**config.mk**
```make
export PLATFORM = sky130hd
export DESIGN_NAME = amf_port_flat
export DESIGN_NICKNAME = d
export VERILOG_FILES = /design/src/logic/amf_pkg.sv /design/src/logic/amf_link_if.sv /design/src/logic/amf_port.sv /design/src/flat_wrapper.sv
export SDC_FILE = /design/constraint.sdc
export NUM_CORES = 1
export LEC_CHECK = 0
export CAP_MARGIN = 0
export CORE_MARGIN = 2
export CORE_UTILIZATION = 35
export CTS_BUF_LIST = sky130_fd_sc_hd__clkbuf_2
export CTS_CLUSTER_SIZE = 10
export DETAILED_ROUTE_END_ITERATION = 16
export DONT_BUFFER_PORTS = 1
export SLEW_MARGIN = 20
export SYNTH_ARGS = -nofsm -noshare
export SYNTH_HDL_FRONTEND = slang
export SYNTH_SLANG_ARGS = --single-unit
```
**constraint.sdc**
```tcl
create_clock -name pclk -period 5.92 [get_ports pclk]
set_input_delay 0.592 -clock pclk [delete_from_list [all_inputs] [get_ports pclk]]
set_output_delay 0.592 -clock pclk [all_outputs]
set_load 0.01 [all_outputs]
```
**src/logic/amf_pkg.sv**
```systemverilog
// Constants, types and frame helpers shared by both ends of the serial link
//==========================================================================
package amf_pkg;
    //======================================================================
    // Register map and fields
    localparam logic [7:0] OFF_CTRL = 8'h00;
    localparam logic [7:0] OFF_DIV = 8'h04;
    localparam logic [7:0] OFF_CFG = 8'h08;
    localparam logic [7:0] OFF_TXD = 8'h0C;
    localparam logic [7:0] OFF_RXD = 8'h10;
    localparam logic [7:0] OFF_STAT = 8'h14;
    localparam logic [7:0] OFF_MASK = 8'h18;
    localparam int CTRL_LEN = 0;
    localparam int CTRL_PAR = 2;
    localparam int CTRL_STOP = 4;
    localparam int CTRL_MDB = 6;
    localparam int CTRL_AFC = 7;
    localparam int CTRL_DTX = 8;
    localparam int CTRL_DRX = 9;
    localparam int CFG_GAP = 0;
    localparam int CFG_BRK = 8;
    localparam int CFG_RTS = 16;
    localparam int CFG_NODE = 24;
    localparam int TXD_BRK = 9;
    localparam int RXD_EMPTY = 31;
    localparam int ST_W = 5;
    localparam logic [1:0] PAR_NONE = 2'h0;
    localparam logic [1:0] PAR_ODD = 2'h2;
    //======================================================================
    // Reset values and timing
    localparam int CLK_HZ = 25_000_000;
    localparam int BAUD_HZ = 115_200;
    localparam int BIT_CYC = CLK_HZ / BAUD_HZ;
    localparam logic [31:0] CTRL_RST = 32'h0000_0003;
    localparam logic [15:0] DIV_RST = 16'(BIT_CYC);
    localparam logic [31:0] CFG_RST = 32'h0003_0D00;

    typedef enum logic {TXS_IDLE, TXS_RUN} amf_tx_st_t;
    typedef enum logic {RXS_IDLE, RXS_BITS} amf_rx_st_t;

    //======================================================================
    // Frame helpers
    function automatic logic [7:0] amf_mask(input logic [1:0] len, input logic [7:0] d);
        return d & (8'hFF >> (2'h3 - len));
    endfunction

    function automatic logic amf_par(input logic [1:0] par, input logic [7:0] d);
        return (par == PAR_ODD) ^ (^d);
    endfunction

    // Start plus data plus optional parity and address bits
    function automatic logic [3:0] amf_nlow(input logic [1:0] len, par, input logic mdb);
        return 4'h6 + {2'h0, len} + {3'h0, par != PAR_NONE} + {3'h0, mdb};
    endfunction

    function automatic logic [10:0] amf_frame(input logic [1:0] len, par,
        input logic mdb, input logic [8:0] w);
        logic [7:0] d;
        logic [10:0] f;
        logic [3:0] p;
        d = amf_mask(len, w[7:0]);
        f = {2'h0, d, 1'b0};
        p = 4'h6 + {2'h0, len};
        if (par != PAR_NONE)
        begin
            f[p] = amf_par(par, d);
            p = p + 4'h1;
        end
        if (mdb)
            f[p] = w[8];
        return f;
    endfunction

    // Returns {framing error, parity error, address flag, data}
    function automatic logic [10:0] amf_unpack(input logic [1:0] len, par,
        input logic mdb, input logic [11:0] rb);
        logic [7:0] d;
        logic [3:0] p;
        logic pe;
        logic ad;
        d = amf_mask(len, rb[8:1]);
        p = 4'h6 + {2'h0, len};
        pe = 1'b0;
        ad = 1'b0;
        if (par != PAR_NONE)
        begin
            pe = rb[p] != amf_par(par, d);
            p = p + 4'h1;
        end
        if (mdb)
        begin
            ad = rb[p];
            p = p + 4'h1;
        end
        return {!rb[p], pe, ad, d};
    endfunction
endpackage

```
**src/logic/amf_link_if.sv**
```systemverilog
// Serial link between the port and its remote partner
`timescale 1ns/1ps
interface amf_link_if;
    logic to_rem;
    logic to_dev;
    logic cts_n;
    logic rts_n;
    modport dev (output to_rem, output rts_n, input to_dev, input cts_n);
    modport rem (input to_rem, input rts_n, output to_dev, output cts_n);
endinterface

```
**src/logic/amf_port.sv**
```systemverilog
// Device end: APB-programmed multidrop serial port with flow control
//
// Decided for this implementation: the address map and the APB register port.
`timescale 1ns/1ps
module amf_port #(
    parameter int DEPTH = 4
) (
    input wire logic pclk,
    input wire logic presetn,
    input wire logic [7:0] paddr,
    input wire logic psel,
    input wire logic penable,
    input wire logic pwrite,
    input wire logic [31:0] pwdata,
    output logic [31:0] prdata,
    output logic pready,
    output logic pslverr,
    output logic irq,
    output logic dma_tx_req,
    output logic dma_rx_req,
    amf_link_if.dev link
);
    localparam int AW = $clog2(DEPTH);

    //======================================================================
    // Registers and state
    logic [31:0] ctrl, cfg, mask;
    logic [amf_pkg::ST_W-1:0] stat;
    logic [15:0] div;
    logic [9:0] tq [DEPTH];
    logic [10:0] rq [DEPTH];
    logic [AW-1:0] tq_wp, tq_rp, rq_wp, rq_rp;
    logic [AW:0] tq_cnt, rq_cnt;
    amf_pkg::amf_tx_st_t tx_st;
    amf_pkg::amf_rx_st_t rx_st;
    logic [15:0] tx_bc, rx_bc;
    logic [9:0] tx_idx, tx_nlow, tx_total;
    logic [15:0] tx_sh;
    logic tx_brk, txd, rts_n;
    logic [11:0] rx_sh;
    logic [3:0] rx_idx;
    logic rx_q1, rx_q2, rx_q3, cts_q1, cts_q2, rx_fin, node_sel;

    //======================================================================
    // Decoding
    wire [1:0] len = ctrl[amf_pkg::CTRL_LEN +: 2];
    wire [1:0] par = ctrl[amf_pkg::CTRL_PAR +: 2];
    wire [1:0] stop = ctrl[amf_pkg::CTRL_STOP +: 2];
    wire multidrop_bus_mode = ctrl[amf_pkg::CTRL_MDB];
    wire afc = ctrl[amf_pkg::CTRL_AFC];
    wire [7:0] gap = cfg[amf_pkg::CFG_GAP +: 8];
    wire [7:0] brk_len = cfg[amf_pkg::CFG_BRK +: 8];
    wire [3:0] rts_lvl = cfg[amf_pkg::CFG_RTS +: 4];
    wire [7:0] node = cfg[amf_pkg::CFG_NODE +: 8];
    // Zero divider would stall the bit timers
    wire [15:0] bit_cyc = (div == 16'h0) ? 16'h1 : div;
    wire setup = psel && !penable;
    wire acc = psel && penable;
    wire sel_ctrl = paddr == amf_pkg::OFF_CTRL;
    wire sel_div = paddr == amf_pkg::OFF_DIV;
    wire sel_cfg = paddr == amf_pkg::OFF_CFG;
    wire sel_txd = paddr == amf_pkg::OFF_TXD;
    wire sel_rxd = paddr == amf_pkg::OFF_RXD;
    wire sel_stat = paddr == amf_pkg::OFF_STAT;
    wire sel_mask = paddr == amf_pkg::OFF_MASK;
    wire mapped = sel_ctrl | sel_div | sel_cfg | sel_txd | sel_rxd | sel_stat | sel_mask;
    wire wr = acc && pwrite && mapped;
    wire tq_full = tq_cnt == (AW+1)'(DEPTH);
    wire rq_full = rq_cnt == (AW+1)'(DEPTH);
    wire rq_empty = rq_cnt == '0;
    wire tq_push = wr && sel_txd && !tq_full;
    wire rq_pop = acc && !pwrite && sel_rxd && !rq_empty;

    //======================================================================
    // Transmit path
    wire [9:0] tq_head = tq[tq_rp];
    wire [3:0] nlow = amf_pkg::amf_nlow(len, par, multidrop_bus_mode);
    wire [9:0] go_low = tq_head[9] ? {2'h0, brk_len} : {6'h0, nlow};
    wire [9:0] go_total = go_low + {8'h0, stop} + 10'h1 + {2'h0, gap};
    wire tx_tick = tx_bc == 16'h1;
    wire tx_go = tx_st == amf_pkg::TXS_IDLE && tq_cnt != '0 && (!afc || !cts_q2);
    wire tx_end = tx_st == amf_pkg::TXS_RUN && tx_tick && tx_idx == tx_total - 10'h1;
    wire low_cell = tx_st == amf_pkg::TXS_RUN && tx_idx < tx_nlow;
    // Break cells drive low; data cells send the frame, everything else idles high
    wire next_txd = !low_cell || (!tx_brk && tx_sh[tx_idx[3:0]]);

    //======================================================================
    // Receive path
    wire [10:0] rx_word = amf_pkg::amf_unpack(len, par, multidrop_bus_mode, rx_sh);
    wire rx_tick = rx_bc == 16'h1;
    wire rx_done = rx_st == amf_pkg::RXS_BITS && rx_tick && rx_idx == nlow;
    wire rx_hit = rx_word[7:0] == node;
    // Frames for other nodes are dropped before any event can fire
    wire rx_take = !multidrop_bus_mode || (rx_word[8] ? rx_hit : node_sel);
    wire rq_push = rx_fin && rx_take && !rq_full;
    wire ovr = rx_fin && rx_take && rq_full;
    wire [amf_pkg::ST_W-1:0] ev = {rx_fin && rx_take && rx_word[10], ovr,
        rx_fin && rx_take && rx_word[9], tx_end, rq_push};
    wire [amf_pkg::ST_W-1:0] w1c = (wr && sel_stat) ? pwdata[amf_pkg::ST_W-1:0] : '0;
    wire [31:0] st_word = {8'h0, 8'(tq_cnt), 8'(rq_cnt), 3'h0, stat};
    wire [31:0] rxd_word = {rq_empty, 20'h0, rq[rq_rp]};
    wire [31:0] rd_mux = sel_ctrl ? ctrl : sel_div ? {16'h0, div} : sel_cfg ? cfg :
        sel_rxd ? rxd_word : sel_stat ? st_word : sel_mask ? mask : 32'h0;

    assign pready = 1'b1;
    assign pslverr = acc && !mapped;
    assign irq = |(stat & mask[amf_pkg::ST_W-1:0]);
    assign dma_tx_req = ctrl[amf_pkg::CTRL_DTX] && !tq_full;
    assign dma_rx_req = ctrl[amf_pkg::CTRL_DRX] && !rq_empty;
    assign link.to_rem = txd;
    assign link.rts_n = rts_n;

    //======================================================================
    // Register file
    always_ff @(posedge pclk or negedge presetn)
    begin
        if (!presetn)
        begin
            ctrl <= amf_pkg::CTRL_RST;
            div <= amf_pkg::DIV_RST;
            cfg <= amf_pkg::CFG_RST;
            mask <= 32'h0;
            stat <= '0;
            prdata <= 32'h0;
        end
        else
        begin
            if (wr && sel_ctrl)
                ctrl <= pwdata;
            if (wr && sel_div)
                div <= pwdata[15:0];
            if (wr && sel_cfg)
                cfg <= pwdata;
            if (wr && sel_mask)
                mask <= pwdata;
            // A new event outranks a clear in the same cycle
            stat <= (stat & ~w1c) | ev;
            if (setup)
                prdata <= rd_mux;
        end
    end

    //======================================================================
    // Queues
    always_ff @(posedge pclk)
    begin
        if (tq_push)
            tq[tq_wp] <= {pwdata[amf_pkg::TXD_BRK], pwdata[8:0]};
        if (rq_push)
            rq[rq_wp] <= rx_word;
    end

    always_ff @(posedge pclk or negedge presetn)
    begin
        if (!presetn)
        begin
            tq_wp <= '0;
            tq_rp <= '0;
            tq_cnt <= '0;
            rq_wp <= '0;
            rq_rp <= '0;
            rq_cnt <= '0;
        end
        else
        begin
            tq_wp <= tq_wp + AW'(tq_push);
            tq_rp <= tq_rp + AW'(tx_go);
            tq_cnt <= tq_cnt + (AW+1)'(tq_push) - (AW+1)'(tx_go);
            rq_wp <= rq_wp + AW'(rq_push);
            rq_rp <= rq_rp + AW'(rq_pop);
            rq_cnt <= rq_cnt + (AW+1)'(rq_push) - (AW+1)'(rq_pop);
        end
    end

    //======================================================================
    // Transmitter
    always_ff @(posedge pclk or negedge presetn)
    begin
        if (!presetn)
        begin
            tx_st <= amf_pkg::TXS_IDLE;
            tx_bc <= 16'h1;
            tx_idx <= 10'h0;
            tx_nlow <= 10'h0;
            tx_total <= 10'h0;
            tx_sh <= 16'h0;
            tx_brk <= 1'b0;
            txd <= 1'b1;
        end
        else
        begin
            txd <= next_txd;
            case (tx_st)
                amf_pkg::TXS_IDLE:
                    if (tx_go)
                    begin
                        tx_st <= amf_pkg::TXS_RUN;
                        tx_bc <= bit_cyc;
                        tx_idx <= 10'h0;
                        tx_brk <= tq_head[9];
                        tx_sh <= 16'(amf_pkg::amf_frame(len, par, multidrop_bus_mode,
                            tq_head[8:0]));
                        tx_nlow <= go_low;
                        tx_total <= go_total;
                    end
                amf_pkg::TXS_RUN:
                begin
                    tx_bc <= tx_tick ? bit_cyc : tx_bc - 16'h1;
                    if (tx_tick)
                        tx_idx <= tx_idx + 10'h1;
                    if (tx_end)
                        tx_st <= amf_pkg::TXS_IDLE;
                end
                default:
                    tx_st <= amf_pkg::TXS_IDLE;
            endcase
        end
    end

    //======================================================================
    // Receiver and flow control
    always_ff @(posedge pclk or negedge presetn)
    begin
        if (!presetn)
        begin
            rx_q1 <= 1'b1;
            rx_q2 <= 1'b1;
            rx_q3 <= 1'b1;
            cts_q1 <= 1'b1;
            cts_q2 <= 1'b1;
            rx_st <= amf_pkg::RXS_IDLE;
            rx_bc <= 16'h1;
            rx_idx <= 4'h0;
            rx_sh <= 12'h0;
            rx_fin <= 1'b0;
            node_sel <= 1'b0;
            rts_n <= 1'b1;
        end
        else
        begin
            rx_q1 <= link.to_dev;
            rx_q2 <= rx_q1;
            rx_q3 <= rx_q2;
            cts_q1 <= link.cts_n;
            cts_q2 <= cts_q1;
            rx_fin <= rx_done;
            rts_n <= afc && (8'(rq_cnt) >= 8'(rts_lvl));
            if (rx_fin && multidrop_bus_mode && rx_word[8])
                node_sel <= rx_hit;
            case (rx_st)
                amf_pkg::RXS_IDLE:
                    if (rx_q3 && !rx_q2)
                    begin
                        rx_st <= amf_pkg::RXS_BITS;
                        rx_bc <= {1'b0, bit_cyc[15:1]} + 16'h1;
                        rx_idx <= 4'h0;
                    end
                amf_pkg::RXS_BITS:
                    if (rx_tick)
                    begin
                        rx_sh[rx_idx] <= rx_q2;
                        rx_idx <= rx_idx + 4'h1;
                        rx_bc <= bit_cyc;
                        // A start bit gone high by mid-cell was a glitch
                        if (rx_done || (rx_idx == 4'h0 && rx_q2))
                            rx_st <= amf_pkg::RXS_IDLE;
                    end
                    else
                        rx_bc <= rx_bc - 16'h1;
                default:
                    rx_st <= amf_pkg::RXS_IDLE;
            endcase
        end
    end
endmodule

```
**src/flat_wrapper.sv**
```systemverilog
// flat-port wrapper written by rule: the top's interface ports become plain ports
module amf_port_flat 
#(
    parameter int DEPTH = 4
)
  (pclk, presetn, paddr, psel, penable, pwrite, pwdata, prdata, pready, pslverr, irq, dma_tx_req, dma_rx_req, link_to_rem, link_rts_n, link_to_dev, link_cts_n);
  amf_link_if link_i ();
  input wire logic pclk;
  input wire logic presetn;
  input wire logic [7:0] paddr;
  input wire logic psel;
  input wire logic penable;
  input wire logic pwrite;
  input wire logic [31:0] pwdata;
  output logic [31:0] prdata;
  output logic pready;
  output logic pslverr;
  output logic irq;
  output logic dma_tx_req;
  output logic dma_rx_req;
  output wire logic [$bits(link_i.to_rem)-1:0] link_to_rem;
  output wire logic [$bits(link_i.rts_n)-1:0] link_rts_n;
  input wire logic [$bits(link_i.to_dev)-1:0] link_to_dev;
  input wire logic [$bits(link_i.cts_n)-1:0] link_cts_n;
  assign link_to_rem = link_i.to_rem;
  assign link_rts_n = link_i.rts_n;
  assign link_i.to_dev = link_to_dev;
  assign link_i.cts_n = link_cts_n;
  amf_port #(.DEPTH(DEPTH)) u_core (.pclk(pclk), .presetn(presetn), .paddr(paddr), .psel(psel), .penable(penable), .pwrite(pwrite), .pwdata(pwdata), .prdata(prdata), .pready(pready), .pslverr(pslverr), .irq(irq), .dma_tx_req(dma_tx_req), .dma_rx_req(dma_rx_req), .link(link_i));
endmodule
```
==> flow_summary.yaml <==
clock_tree:
  clock_sinks: 346
  cts.root.buffer_cell: "clkbuf_2"
  worst_setup_hold_path_clk_slew_ns: 0.10
  postCtsSetupBuffers: 0
  cts_htree_levels: 3
  number_of_clock_buffers_inserted_by_tritoncts: 89
  cts.hold.buffers_added: 50
  max-clock-path-buffers: 3
  clock_insertion_delay_worst_skew_ns: 1.08
  cts_tree: "built"
  cts_resized: 0
drt:
  routed_wire_length_per_instance_um: 19.74
  vias_per_cell: 5.310
  overall_via_count_from_detail_route: 12573
  routed_wire_length_um: 46730
  final_antenna_net_count: 0
  drt_pass1_iterations: 5
  drc: 0
  drt_first_iter_violations: 1005
setup_path:
  critical_path.cell_chain: "inv_1 -> ha_1 -> a31oi_1 -> o22ai_1 -> o21ai_0 -> o2111a_1 -> mux2i_1 -> nand2_1 -> nor2_1"
  worstSetupPathType: "flop to flop"
  worst_r2r_path_depth: 9
  timing.reg2reg.setup_slack_ns: 1.47
  crit_path_top_delay_cell: "nor2_1"
  cp_slowest_stage_delay_ns: 0.81
  critPathLaunchType: "flop"
  worst_ep_arrival_time_ns: 5.07
  worst-path-max-fanout: 16
  timing.critical_path.required_ns: 6.54
  critical_path.endpoint_type: "flop"
global_route:
  globalRouteMet3Util_pct: 4.461
  grt_busiest_layer: "met2"
  grt_pass1_wl_um: 72640
  largest_net_degree_at_the_start_of_global_routing: 263
  globalRouteMet1Util_pct: 23.19
  antenna_violations_before_repair: 4
  combined_global_route_utilization_of_all_metal_layers_pct: 18.36
  first_global_vias: 12768
  total_overflow_reported_by_the_global_router: 0
  use_met2_pct: 30.15
pwr:
  pwr-share-seq_pct: 48.6
  power.combinational.fraction_pct: 24.2
  swShare_pct: 34.90
  cellLeakagePower_nw: 8.274
  power_density_of_the_placed_cells_nw_per_um2: 307.4
  fin_total_pwr_w: 0.005981
  cell_int_power_w: 0.003893
  vdd_drop_max_v: 0.0001548
  switchingPower_w: 0.002088
  pwr-share-clk_pct: 27.2
sta:
  period_minus_slack_ns: 4.449
  slew_at_the_pin_closest_to_its_max_slew_limit_ns: 1.088
  fin_crit_sh_pct: 75.15
  grt_setup_unrepaired: "false"
  maxSlewHeadroom_pct: 27.37
  worst_hold_slack_ns: -0.7706
  finalSetupViolCount: 0
  finalHoldViolations: 262
  fin_worst_skew_ns: 0.09388
  report.final.slew_viol_count: 0
  final.setup.tns_ns: 0
  max_freq_mhz: 224.8
logic_synthesis:
  post_synth_instance_area_um2: 17510
  netlist.area_leader.share_pct: 34.44
  postSynthNetCount: 1670
  postSynthCellCount: 1567
  synthesis.area_per_instance_um2: 11.18
  yosys.cell_types.count: 76
  yosysWarnings: 0
  synth_area_leaders: "dfrtp_1, edfxtp_1, mux2_2, nand2_1, o21ai_0"
  synth_async_sr_flop_share_pct: 75.72
  ys_ff_latch: 346
  synth_sequential_area_ratio_pct: 51.99
  synth_edf_count: 84
  synth_flop_cell: "dfrtp_1"
  post-synth-top-area-cell: "dfrtp_1"
outcome:
  outcome: "finished, violations left"
  failed_checks: "hold timing"
worst_hold_path:
  min-delay-path-class: "input port to async pin"
layout:
  finish.net_count: 1732
  share_of_final_layout_standard_cells_stronger_than_drive_strength_1_pct: 20.28
  fin_util_pct: 39.59
  syn2layout_area_growth_pct: 11.11
  layout_commonest_cell: "dfrtp_1"
  final_cell_mix: "dfrtp_1, nand2_1, o21ai_0"
floorplanning:
  design.core.area_um2: 49150
  pin_count: 86
  fp.dieArea_um2: 51840
  fp.dieH_um: 227.7
  die_width_um: 227.7
  initial_core_util_pct: 35.63
  placement_rows: 81
placed_design:
  gp_congestion: 0.8791
  io_buffer_count: 0
  hpwlAfterDp_um: 31990
flow_run:
  max_cap_viol_count: 0
-- registers in the layout, indices dropped and copies added (netlist names), 3 cells and up --
signal,count
u_core.rq,44
u_core.tx_nlow,8
u_core.cfg,32
u_core.ctrl,32
u_core.tq_cnt,3
u_core.tx_sh,11
u_core.tx_idx,10
u_core.rx_idx,4
u_core.mask,32
u_core.prdata,32
u_core.rq_cnt,3
u_core.tx_bc,16
u_core.rx_sh,12
u_core.tx_total,10
u_core.div,16
u_core.tq,40
u_core.rx_bc,16
u_core.stat,5
-- worst paths after layout --
check,startpoint,to
setup / recovery,u_core.ctrl[1],u_core.rq[3][6]
hold / removal,presetn,u_core.ctrl[22]
setup reg to reg,u_core.ctrl[1],u_core.rq[3][6]
hold reg to reg,u_core.rx_q1,u_core.rx_q2
max in group asynchronous,presetn,u_core.ctrl[1]
min in group pclk,paddr[4],u_core.rq_rp[0]
-- through the flow --
stage,instance area (um^2),worst slack (ns),cells,hold slack [ns]
after floorplan,17510,1.774,1567,0.2964
after global routing,19460,1.220,2368,-0.8867
final,19460,1.471,2368,-0.7706
after detailed placement,18120,1.490,2151,0.3031
after CTS,19430,1.487,2364,-0.9091
after global placement,18120,1.770,2151,0.3030
-- cell usage after synthesis, types with 8 or more instances --
library cell / n
dfrtp_1: 241
nand2_1: 183
o21ai_0: 134
mux2_2: 119
edfxtp_1: 84
nor2_1: 75
clkbuf_1: 67
a21oi_1: 64
inv_1: 56
ha_1: 51
xnor2_1: 44
xor2_1: 39
nor3_1: 33
mux4_2: 27
nand3_1: 26
a22o_1: 23
dfstp_2: 21
o211ai_1: 18
nor4_1: 16
a221oi_1: 15
buf_2: 15
mux2i_1: 15
nand4_1: 15
nor2b_1: 15
nand2b_1: 12
a22oi_1: 11
buf_1: 11
nor3b_1: 11
o22ai_1: 11
or3_1: 11
and3_1: 8
-- layer usage --
| layer | vias to the layer above | routed length [um] |
|---|---|---|
| li1 | 5857 | - |
| met2 | 396 | 22500 |
| met5 | - | 0 |
| met4 | 0 | 1323 |
| met3 | 77 | 3308 |
| met1 | 6243 | 19600 |
-- cells by family (layout without fill, tap and decap cells) --
logic type	Yosys count	in the layout	synth area share, %
AO/OA/AOI/OAI	331	331	11.81
XOR/XNOR	85	85	4.437
adder cells (fa/ha/maj)	56	56	4.215
buffers and inverters	152	286	3.472
flip-flops	346	346	51.99
multiplexers	161	161	11.98
other	1	4	0.02141
AND/OR/NAND/NOR	435	435	12.07
-- final cells by class --
type | instances | area (um^2)
diodes | 3 | 7.507
clock buffers | 131 | 655.6
clock inverters | 32 | 153.9
fillers | 4786 | 29690
inverters | 56 | 210.2
multi-input cells | 1069 | 7855
flip-flops and latches | 346 | 9105
well taps | 664 | 830.8
repair buffers | 67 | 640.6
-- power by group through the flow --
stage / registers, W / clock network (W) / logic [W]
floorplan: 0.00283 / 0 / 0.00121
global placement: 0.00295 / 0 / 0.00136
detailed placement: 0.00296 / 0 / 0.00141
CTS: 0.00291 / 0.00168 / 0.00145
global route: 0.00295 / 0.00182 / 0.00163
finish: 0.00291 / 0.00163 / 0.00144
-- critical path: cells and delay by family (launching register included) --
| family | cells | cell delay (ns) |
|---|---|---|
| AND/OR/NAND/NOR | 2 | 1.03 |
| buffers and inverters | 1 | 0.23 |
| adder cells (fa/ha/maj) | 1 | 0.39 |
| multiplexers | 1 | 0.42 |
| flip-flops | 1 | 0.71 |
| AO/OA/AOI/OAI | 4 | 1.28 |
Note: power is estimated with default switching activity, not from simulation.
